`src/logic/annp_pkg.sv`:
```
// Constants for the next-page register bank: offsets, bit positions, reset values.
// Assumes a 5-bit management register address and 16-bit register data.
`default_nettype none

package annp_pkg;
  localparam int unsigned ADDR_W = 5;
  localparam int unsigned DATA_W = 16;

  // Register offsets
  localparam logic [ADDR_W-1:0] OFF_EXPANSION  = 5'h06;
  localparam logic [ADDR_W-1:0] OFF_NP_TX      = 5'h07;
  localparam logic [ADDR_W-1:0] OFF_PARTNER_NP = 5'h08;

  // Reset values
  localparam logic [DATA_W-1:0] RST_EXPANSION  = 16'h0004;
  localparam logic [DATA_W-1:0] RST_NP_TX      = 16'h2001;
  localparam logic [DATA_W-1:0] RST_PARTNER_NP = 16'h0000;

  // Expansion bit positions
  localparam int unsigned EXP_PARTNER_AN = 0;
  localparam int unsigned EXP_PAGE_RX    = 1;
  localparam int unsigned EXP_LOCAL_NP   = 2;
  localparam int unsigned EXP_PARTNER_NP = 3;
  localparam int unsigned EXP_PD_FAULT   = 4;

  // Next-page word bit positions, shared by transmit and partner words
  localparam int unsigned NP_MORE    = 15;
  localparam int unsigned NP_RSVD    = 14;
  localparam int unsigned NP_MSG     = 13;
  localparam int unsigned NP_ACK2    = 12;
  localparam int unsigned NP_TOGGLE  = 11;
  localparam int unsigned NP_CODE_HI = 10;

  // Bits software may write in the transmit word: 15, 13, 12, 10..0
  localparam logic [DATA_W-1:0] NP_TX_WR_MASK = 16'hb7ff;
  // Bits captured from the partner word: all but reserved 14
  localparam logic [DATA_W-1:0] NP_RX_MASK    = 16'hbfff;
endpackage : annp_pkg

`default_nettype wire

```
`src/logic/annp_latching_high_flag.sv`:
```
// Latching-high status flag: set by an event, cleared by a read request.
// Assumes event and clear come from logic on the same clock.
`default_nettype none

module annp_latching_high_flag (
  // Clock and reset
  input  wire logic clock,
  input  wire logic rst,
  // Control
  input  wire logic set_in,
  input  wire logic clear_in,
  // State
  output logic      flag_q
);
  logic flag_d;

  // Set wins over clear, so an event in the clearing cycle is kept
  assign flag_d = set_in | (flag_q & ~clear_in);

  always_ff @(posedge clock)
  begin
    if (rst)
      flag_q <= 1'b0;
    else
      flag_q <= flag_d;
  end
endmodule : annp_latching_high_flag

`default_nettype wire

```
`src/logic/annp_regs.sv`:
```
// Expansion, next-page transmit and partner next-page registers.
// Assumes a management engine on the same clock issuing one-cycle read/write
// strobes, and an arbitration machine on the same clock driving the line side.
`default_nettype none

// Behaviour
// RL1: Expansion bit 2 always reads 1: local next-page support, read-only.
// RL2: Expansion bit 3 follows partner base-page next-page ability; resets 0.
// RL3: Expansion bits 1 and 4 latch high on page received and detect fault.
// RL4: Expansion bit 0 shows partner auto-negotiation ability; bits 15..5 read 0.
// RL5: Transmit word bit 15 resets 0, bit 13 resets 1, code 10..0 resets 1.
// RL6: Transmit bit 12 writable, resets 0; bit 14 reads 0.
// RL7: Transmit bit 11 is inverse of previous exchanged toggle; read-only, resets 0.
// RL8: Received next page captured: bits 15, 13, 12 read-only, reset 0.
// RL9: Partner toggle in bit 11, code in bits 10..0, reset 0.
// RL10: Reading expansion clears latched flags unless the condition persists.
module annp_regs #(
  parameter int unsigned ADDR_W = annp_pkg::ADDR_W,
  parameter int unsigned DATA_W = annp_pkg::DATA_W
) (
  // Clock and reset
  input  wire logic              clock,
  input  wire logic              rst,
  // Management register port
  input  wire logic [ADDR_W-1:0] reg_addr,
  input  wire logic              reg_wr,
  input  wire logic              reg_rd,
  input  wire logic [DATA_W-1:0] reg_wdata,
  output logic      [DATA_W-1:0] reg_rdata,
  // Arbitration side
  input  wire logic              an_partner_an_able,
  input  wire logic              an_partner_np_able,
  input  wire logic              an_pd_fault,
  input  wire logic              an_page_rx,
  input  wire logic [DATA_W-1:0] an_rx_word,
  input  wire logic              an_word_sent,
  input  wire logic              an_sent_toggle,
  output logic      [DATA_W-1:0] np_tx_word
);
  // The field layout is fixed by the package, so other widths cannot be served
  if (ADDR_W != annp_pkg::ADDR_W || DATA_W != annp_pkg::DATA_W)
  begin : g_bad_width
    $error("annp_regs: address must be 5 bits and data 16 bits");
  end

  logic [DATA_W-1:0] tx_q;
  logic [DATA_W-1:0] tx_d;
  logic              toggle_q;
  logic              toggle_d;
  logic [DATA_W-1:0] lp_q;
  logic [DATA_W-1:0] lp_d;
  logic [DATA_W-1:0] rdata_q;
  logic [DATA_W-1:0] rdata_d;
  logic              page_rx_flag;
  logic              pd_flag;

  // Address match, shared by every register select
  function automatic logic reg_hit(
    input logic [ADDR_W-1:0] addr,
    input logic [ADDR_W-1:0] offset
  );
    return addr == offset;
  endfunction : reg_hit

  // Decode
  wire sel_exp = reg_hit(reg_addr, annp_pkg::OFF_EXPANSION);
  wire sel_tx  = reg_hit(reg_addr, annp_pkg::OFF_NP_TX);
  wire sel_lp  = reg_hit(reg_addr, annp_pkg::OFF_PARTNER_NP);
  wire wr_tx   = reg_wr & sel_tx;
  wire rd_exp  = reg_rd & sel_exp;

  // Latched flags; the live event overrides the read clear
  annp_latching_high_flag u_page_rx (
    .clock    (clock),
    .rst      (rst),
    .set_in   (an_page_rx),  // RL3
    .clear_in (rd_exp),      // RL10
    .flag_q   (page_rx_flag)
  );

  annp_latching_high_flag u_pd_fault (
    .clock    (clock),
    .rst      (rst),
    .set_in   (an_pd_fault), // RL3
    .clear_in (rd_exp),      // RL10
    .flag_q   (pd_flag)
  );

  // Expansion view: reserved bits 15..5 are zero
  wire [DATA_W-1:0] exp_view = {11'h000,
                                pd_flag,                          // RL3
                                an_partner_np_able,               // RL2
                                1'b1,                             // RL1
                                page_rx_flag,                     // RL3
                                an_partner_an_able};              // RL4

  // Transmit word: only writable bits change, toggle kept separately
  assign tx_d = wr_tx ? (reg_wdata & annp_pkg::NP_TX_WR_MASK)
                      : tx_q;                                     // RL5 RL6
  // Toggle kept apart from tx_q so a software write can never disturb it
  assign toggle_d = an_word_sent ? ~an_sent_toggle : toggle_q;    // RL7
  wire [DATA_W-1:0] tx_view = tx_q | ({{(DATA_W-1){1'b0}}, toggle_q} << annp_pkg::NP_TOGGLE);

  // Partner word: reserved bit 14 forced to zero
  assign lp_d = an_page_rx ? (an_rx_word & annp_pkg::NP_RX_MASK) : lp_q; // RL8 RL9

  // Read mux; unmapped offsets read zero
  // A read that meets a write returns the word from before the write
  assign rdata_d = !reg_rd ? rdata_q :
                   sel_exp ? exp_view :
                   sel_tx  ? tx_view :
                   sel_lp  ? lp_q :
                             {DATA_W{1'b0}};

  always_ff @(posedge clock)
  begin
    if (rst)
    begin
      tx_q     <= annp_pkg::RST_NP_TX;                            // RL5
      toggle_q <= 1'b0;
      lp_q     <= annp_pkg::RST_PARTNER_NP;
      rdata_q  <= {DATA_W{1'b0}};
    end
    else
    begin
      tx_q     <= tx_d;
      toggle_q <= toggle_d;
      lp_q     <= lp_d;
      rdata_q  <= rdata_d;
    end
  end

  assign reg_rdata  = rdata_q;
  // The arbiter always sees the current word, toggle included
  assign np_tx_word = tx_view;
endmodule : annp_regs

`default_nettype wire

```
`config.mk`:
```
export PLATFORM = sky130hd
export DESIGN_NAME = annp_regs
export DESIGN_NICKNAME = d
export VERILOG_FILES = /design/src/logic/annp_pkg.sv /design/src/logic/annp_latching_high_flag.sv /design/src/logic/annp_regs.sv
export SDC_FILE = /design/constraint.sdc
export NUM_CORES = 1
export LEC_CHECK = 0
export BUFFER_PORTS_ARGS = -buffer_cell sky130_fd_sc_hd__buf_4
export CAP_MARGIN = 10
export CELL_PAD_IN_SITES_DETAIL_PLACEMENT = 1
export CELL_PAD_IN_SITES_GLOBAL_PLACEMENT = 1
export CORE_UTILIZATION = 35
export DETAILED_ROUTE_END_ITERATION = 12
export PLACE_DENSITY_LB_ADDON = 0.1
export SYNTH_ARGS = -nofsm -noshare
export SYNTH_HDL_FRONTEND = slang
export SYNTH_SLANG_ARGS = --single-unit
```
`constraint.sdc`:
```
create_clock -name clock -period 1.4 [get_ports clock]
set_clock_uncertainty 0.05 [all_clocks]
set_input_delay 0.14 -clock clock [delete_from_list [all_inputs] [get_ports clock]]
set_output_delay 0.14 -clock clock [all_outputs]
set_load 0.005 [all_outputs]
```
==> run summary, run 1 <==
Clock Latency Late Sink = 300 ps
Initial antenna violation count = 0
CTS tree = done
Antenna Nets Post-Route = 0
CTS Buf Count = 5
Synth Flop Type = dfxtp_1
Area share of the largest cell type after synthesis = 0.452
Area contributors post-synth = dfxtp_1 45%, mux2i_1 7.2%, a32oi_1 5.9%
HP Start = reg_rd
DR vias = 1,869
Seq pwr share = 0.482
Final worst-path cycle share = 0.932
Post-synth top area cell = dfxtp_1
Hold WC Path Type = in -> reg
Io pins = 79
CP Max Fanout = 10
Max_cap viols = 0
Share of layout cells above drive strength 1 = 0.365
Cell-internal power = 0.00225 W
Die ar. = 6250 um2
RSZ-0062 raised after global routing = no
Crit path kind = in -> reg
Hold path depth = 2
Mapped cell area = 2080 um2
Row count = 27
Highest Clock Rate = 0.767 GHz
Routed WL per cell = 15.4 um
Reg2Reg Setup Slack = 390 ps
Largest stage delay, worst path = 540 ps
Worst R2R Path Depth = 3
Number of flops mapped to enable cells by yosys = 0
Setup-failing EPs final = 0
RR Endpoint = reg_rdata[4]
First-pass GRT wire length = 9.34 mm
Fraction of registers with async set/reset = 0
Crit end category = flip-flop
Pwr/cell area = 1010 nW/um2
Clock sink count = 47
WHS Endpoint = reg_rdata[2]
Clock buffer depth = 2
GPL Wtd Cong = 0.819
Post-synthesis sequential area ratio = 0.452
Synth Area per Inst = 9.24 um2
N_diodes = 0
Crit start category = primary input
Leakage = 1.22 nW
CP arrival = 1500 ps
Crit-path cells = dlygate4sd3_1, buf_4, nand2b_1, a21o_4, o21ai_2
Grt total ovfl = 0
Initial core utilization = 0.371
Area grow syn2layout = 37.4%
DR vias/cell = 5.01
Vias in the first global route = 1,885
Final Critical Period = 1300 ps
Synth unique cells = 32
Net Sw Power = 0.000649 W
Nets = 347
Final Power = 0.00290 W
Status = finished, final reports clean
Worst r2r src = tx_q[4]
DR pass1 iterations = 4
First DRT Iteration DRCs = 78
Root buf cell = clkbuf_8
Switching Share = 0.224
#FFs+latches synth = 47
H-tree level count = 2
Largest net degree at the start of global routing = 32
Syn Inst Count = 225
Commonest non-fill, non-tap cell in the layout = buf_4
Overall Global Routing Usage = 0.193
Peak VDD IR = 0.000546 V
Final Max Slew Viols = 0
CP Buf/Inv Count = 2
Die X = 79.1 um
Post-place setup slack = 110 ps
Worst-path clk slew = 90 ps
Worst Setup Slack, final = 95.5 ps
CP delay by family, top = buffers and inverters
Core box area = 5610 um2
Ys Warns = 0
Most frequent cells in the layout = 86 x buf_4, 47 x dfxtp_1, 18 x nor2_1
WP data required = 1590 ps
Routed WL = 5.73 mm
DR DRC count = 0
Buffers on Ports = 73
Crit-path slowest cell = dlygate4sd3_1
Final hold vios = 0
Clock network fraction of total power = 0.408
TNS Setup = 0 ps
Share of power burned in combinational logic = 0.109
HPWL Detailed = 4.23 mm
Die height = 79.1 um
flip-flops by register name, summed over array words and instances, names as in the netlist:
| register | flops |
|---|---|
| u_page_rx.flag_q | 1 |
| tx_q | 14 |
| lp_q | 15 |
| toggle_q | 1 |
| reg_rdata | 15 |
| u_pd_fault.flag_q | 1 |
worst reg2reg max path: cells and delay by family, from the launching register on:
| family | cells | cell delay (ps) |
|---|---|---|
| compound gates | 2 | 360 |
| flops | 1 | 340 |
| simple gates | 1 | 150 |
kinds of logic after synthesis:
group                  share of synthesized area
AO/OA/AOI/OAI                              0.214
other                                    0.00180
AND/OR/NAND/NOR                            0.188
flip-flops                                 0.452
multiplexers                              0.0722
buffers and inverters                     0.0716
per-stage QoR:
step                      hold WS (ps)   util  instance area [um2]  cells
after floorplan                    185      -                 2080    226
after global placement             284  0.479                 2690    362
after detailed placement           283  0.479                 2690    362
after CTS                         19.6  0.508                 2850    373
after global routing              17.1  0.509                 2860    373
final                             22.1  0.509                 2860    373
area by class of cell:
cell class | count | area, um2
Fill cell | 690 | 2750
Multi-Input combinational cell | 153 | 998
Sequential cell | 47 | 941
Timing Repair Buffer | 89 | 676
Tap cell | 72 | 90.1
Clock buffer | 5 | 68.8
Clock inverter | 3 | 67.6
Inverter | 4 | 15.0
synthesized netlist by cell type (all sizes together), types with 2 or more instances:
cell type / n
o31ai: 4
a211o: 2
nor2b: 10
nor3: 4
nand2: 16
nand3: 13
inv: 4
buf: 14
a32oi: 14
nand2b: 6
nor2: 18
a21oi: 14
clkbuf: 8
mux2i: 15
and3: 2
o21ai: 25
dfxtp: 47
routing by layer:
layer	vias up	global-route usage	wire, um	share of wire
met3	4	0.0437	226	0.039
met5	-	0	0	0
met2	44	0.314	2710	0.47
met1	878	0.259	2750	0.48
met4	0	0.0436	46	0.0080
li1	943	-	-	-
worst max path at each step:
stage | startpoint | end | slack [ps] | depth (start not counted)
floorplan | reg_addr[3] | tx_q[0] | 340 | 4
global placement | reg_addr[4] | reg_rdata[3] | 140 | 5
detailed placement | reg_addr[4] | tx_q[13] | 110 | 5
CTS | rst | toggle_q | 30 | 4
global route | rst | reg_rdata[12] | 30 | 5
finish | rst | reg_rdata[12] | 100 | 5
what timing repair did:
action,4_1_cts,5_1_grt
endpoints found under the setup margin,0,1
endpoints found under the hold margin,2,1
setup buffers,0,0
hold buffers,3,1
resized for setup,0,1
power groups by stage:
stage               Combinational, W  Clock, W  Sequential (W)
floorplan                   0.000158         0         0.00142
global placement            0.000306         0         0.00143
detailed placement          0.000310         0         0.00143
CTS                         0.000319   0.00122         0.00140
global route                0.000349   0.00127         0.00140
finish                      0.000317   0.00118         0.00140
Power figures use the tool's default switching activity.
==> run 2, diff against run 1 <==
--- a/config.mk
+++ b/config.mk
@@ -9,9 +9,11 @@
 export CAP_MARGIN = 10
 export CELL_PAD_IN_SITES_DETAIL_PLACEMENT = 1
 export CELL_PAD_IN_SITES_GLOBAL_PLACEMENT = 1
-export CORE_UTILIZATION = 35
+export CORE_MARGIN = 4
+export CORE_UTILIZATION = 37
 export DETAILED_ROUTE_END_ITERATION = 12
 export PLACE_DENSITY_LB_ADDON = 0.1
 export SYNTH_ARGS = -nofsm -noshare
 export SYNTH_HDL_FRONTEND = slang
+export SYNTH_HIERARCHICAL = 1
 export SYNTH_SLANG_ARGS = --single-unit
==> constraint.sdc (replaced) <==
create_clock -name clock -period 1.56 [get_ports clock]
set_clock_uncertainty 0.05 [all_clocks]
set_input_delay 0.156 -clock clock [delete_from_list [all_inputs] [get_ports clock]]
set_output_delay 0.156 -clock clock [all_outputs]
set_load 0.005 [all_outputs]
==> run summary, run 2 <==
Share of layout cells above drive strength 1 = 0.335
Clock buffer depth = 2
Fin area = 2560 um2
Most frequent cells in the layout = 80 x buf_4, 47 x dfxtp_1, 35 x nor2_1
Synth Area per Inst = 9.55 um2
Post-place setup slack = 91.6 ps
GPL Wtd Cong = 0.698
Area share of the largest cell type after synthesis = 0.503
Peak VDD IR = 0.000546 V
RSZ-0062 raised after global routing = no
Commonest non-fill, non-tap cell in the layout = buf_4
Sequential standard cell area = 941 um2
Setup bufs post-CTS = 0
Placed Cells = 328
Routed WL = 5.10 mm
WHS Endpoint = tx_q[13]
Nets = 318
CP delay by family, top = buffers and inverters
Total of fill cells in the finished design = 621
CP Buf/Inv Count = 3
Syn Inst Count = 196
Antenna Nets Post-Route = 0
Share of power burned in combinational logic = 0.107
Die ar. = 6260 um2
Pwr/cell area = 861 nW/um2
Crit-path slowest cell = dlygate4sd3_1
Row count = 25
Vias in the first global route = 1,688
Reg2Reg Setup Slack = 260 ps
Synth unique cells = 30
Highest Clock Rate = 0.684 GHz
Worst Setup Slack, final = 97.3 ps
Crit start category = primary input
Leakage = 1.12 nW
Hold Buf Count CTS = 3
DR pass1 iterations = 4
Mapped cell area = 1870 um2
Core box area = 4820 um2
Clock sink count = 47
HP Start = reg_wdata[13]
Most frequent cell after synthesis = dfxtp_1
N_diodes = 0
Crit path kind = in -> reg
RR Endpoint = toggle_q
HPWL Detailed = 3.73 mm
First-pass GRT wire length = 8.41 mm
Crit end category = flip-flop
Max_cap viols = 0
Net Sw Power = 0.000532 W
Fraction of registers with async set/reset = 0
TNS Setup = 0 ps
Final hold vios = 0
#FFs+latches synth = 47
Setup-failing EPs final = 0
Root buf cell = clkbuf_8
Io pins = 79
Seq pwr share = 0.569
Final Critical Period = 1460 ps
DR DRC count = 0
Area grow syn2layout = 37.0%
Ys Warns = 6
CP Max Fanout = 1
Die X = 79.1 um
Least-Margin Pin Slew = 707 ps
Layout Cells excl Fill = 339
DR vias = 1,630
CP arrival = 1650 ps
List of most frequent post-synthesis cells = 47 x dfxtp_1, 35 x nor2_1, 27 x mux2i_1, 13 x nand2_1, 12 x a22oi_1
Max-slew headroom = 0.527
Final Max Slew Viols = 0
Routed WL per cell = 15.0 um
Critical Path Most Common Cell = dlygate4sd3_1
Largest net degree at the start of global routing = 32
Clock Latency Late Sink = 300 ps
Initial antenna violation count = 0
Overall Global Routing Usage = 0.173
Area contributors post-synth = dfxtp_1 50%, mux2i_1 14%, nor2_1 7.0%
H-tree level count = 2
Grt total ovfl = 0
Clock network fraction of total power = 0.324
Post-synth top area cell = dfxtp_1
Final worst-path cycle share = 0.938
Hold WC Path Type = in -> reg
Synth Flop Type = dfxtp_1
WP data required = 1750 ps
PostCTS Resize Cnt = 0
Initial core utilization = 0.389
Status = finished, final reports clean
Buffers on Ports = 73
Cell-internal power = 0.00168 W
Die height = 79.1 um
Worst r2r src = toggle_q
CTS tree = done
CTS Buf Count = 5
DR vias/cell = 4.81
First DRT Iteration DRCs = 82
Crit-path cells = dlygate4sd3_1, buf_4, a211oi_1, dlygate4sd3_1
Fin util = 0.532
Post-synthesis sequential area ratio = 0.503
Hold path depth = 2
Worst R2R Path Depth = 3
Largest stage delay, worst path = 590 ps
Number of flops mapped to enable cells by yosys = 0
DP Area = 2450 um2
Worst-path clk slew = 90 ps
Switching Share = 0.241
Footprint of the multi-input gates = 811 um2
## run 2: changes by cell type after synthesis, sizes merged, moves of 10 or more
cell | before | now
a21oi | 14 | 4
a22oi | 0 | 12
a32oi | 14 | 0
mux2i | 15 | 27
nand3 | 13 | 1
nor2 | 18 | 35
## run 2: how the worst max path moves through the flow
stage / from / to / cells after the start
CTS: an_sent_toggle / toggle_q / 4
global placement: reg_addr[4] / tx_q[13] / 5
finish: an_sent_toggle / toggle_q / 4
floorplan: reg_addr[4] / tx_q[10] / 6
detailed placement: reg_addr[4] / tx_q[13] / 5
global route: an_sent_toggle / toggle_q / 4
## run 2: per-layer routing
layer / up-vias / routed length [um] / part of all wire / track usage
met3: 8 / 383 / 0.075 / 0.0533
met5: - / 0 / 0 / 0
li1: 820 / - / - / -
met1: 753 / 2270 / 0.45 / 0.213
met4: 0 / 73 / 0.014 / 0.0567
met2: 49 / 2370 / 0.46 / 0.288
## run 2: logic make-up after synthesis
| family | synth area share |
|---|---|
| and+or+nand+nor | 0.148 |
| DFF | 0.503 |
| AOI/OAI and AO/OA | 0.137 |
| muxes | 0.144 |
| buffers and inverters | 0.0662 |
| other | 0.00200 |
## run 2: final cells by class
type,instances,share of cell area
Multi-Input combinational cell,130,0.316
Clock buffer,5,0.0268
Inverter,4,0.00585
Clock inverter,3,0.00585
Timing Repair Buffer,83,0.246
Tap cell,67,0.0327
Sequential cell,47,0.367
## run 2: power by group through the flow
stage	Sequential (W)	Combinational (W)	Clock, W
finish	0.00126	0.000237	0.000715
global route	0.00126	0.000262	0.000790
CTS	0.00126	0.000241	0.000735
detailed placement	0.00128	0.000233	0
global placement	0.00128	0.000228	0
floorplan	0.00128	0.000108	0
## run 2: per-stage QoR
step / hold WS, ps / total power, W
global placement: 294 / 0.00151
finish: 9.56 / 0.00221
floorplan: 168 / 0.00139
CTS: 8.20 / 0.00223
global route: 0.445 / 0.00231
detailed placement: 298 / 0.00152
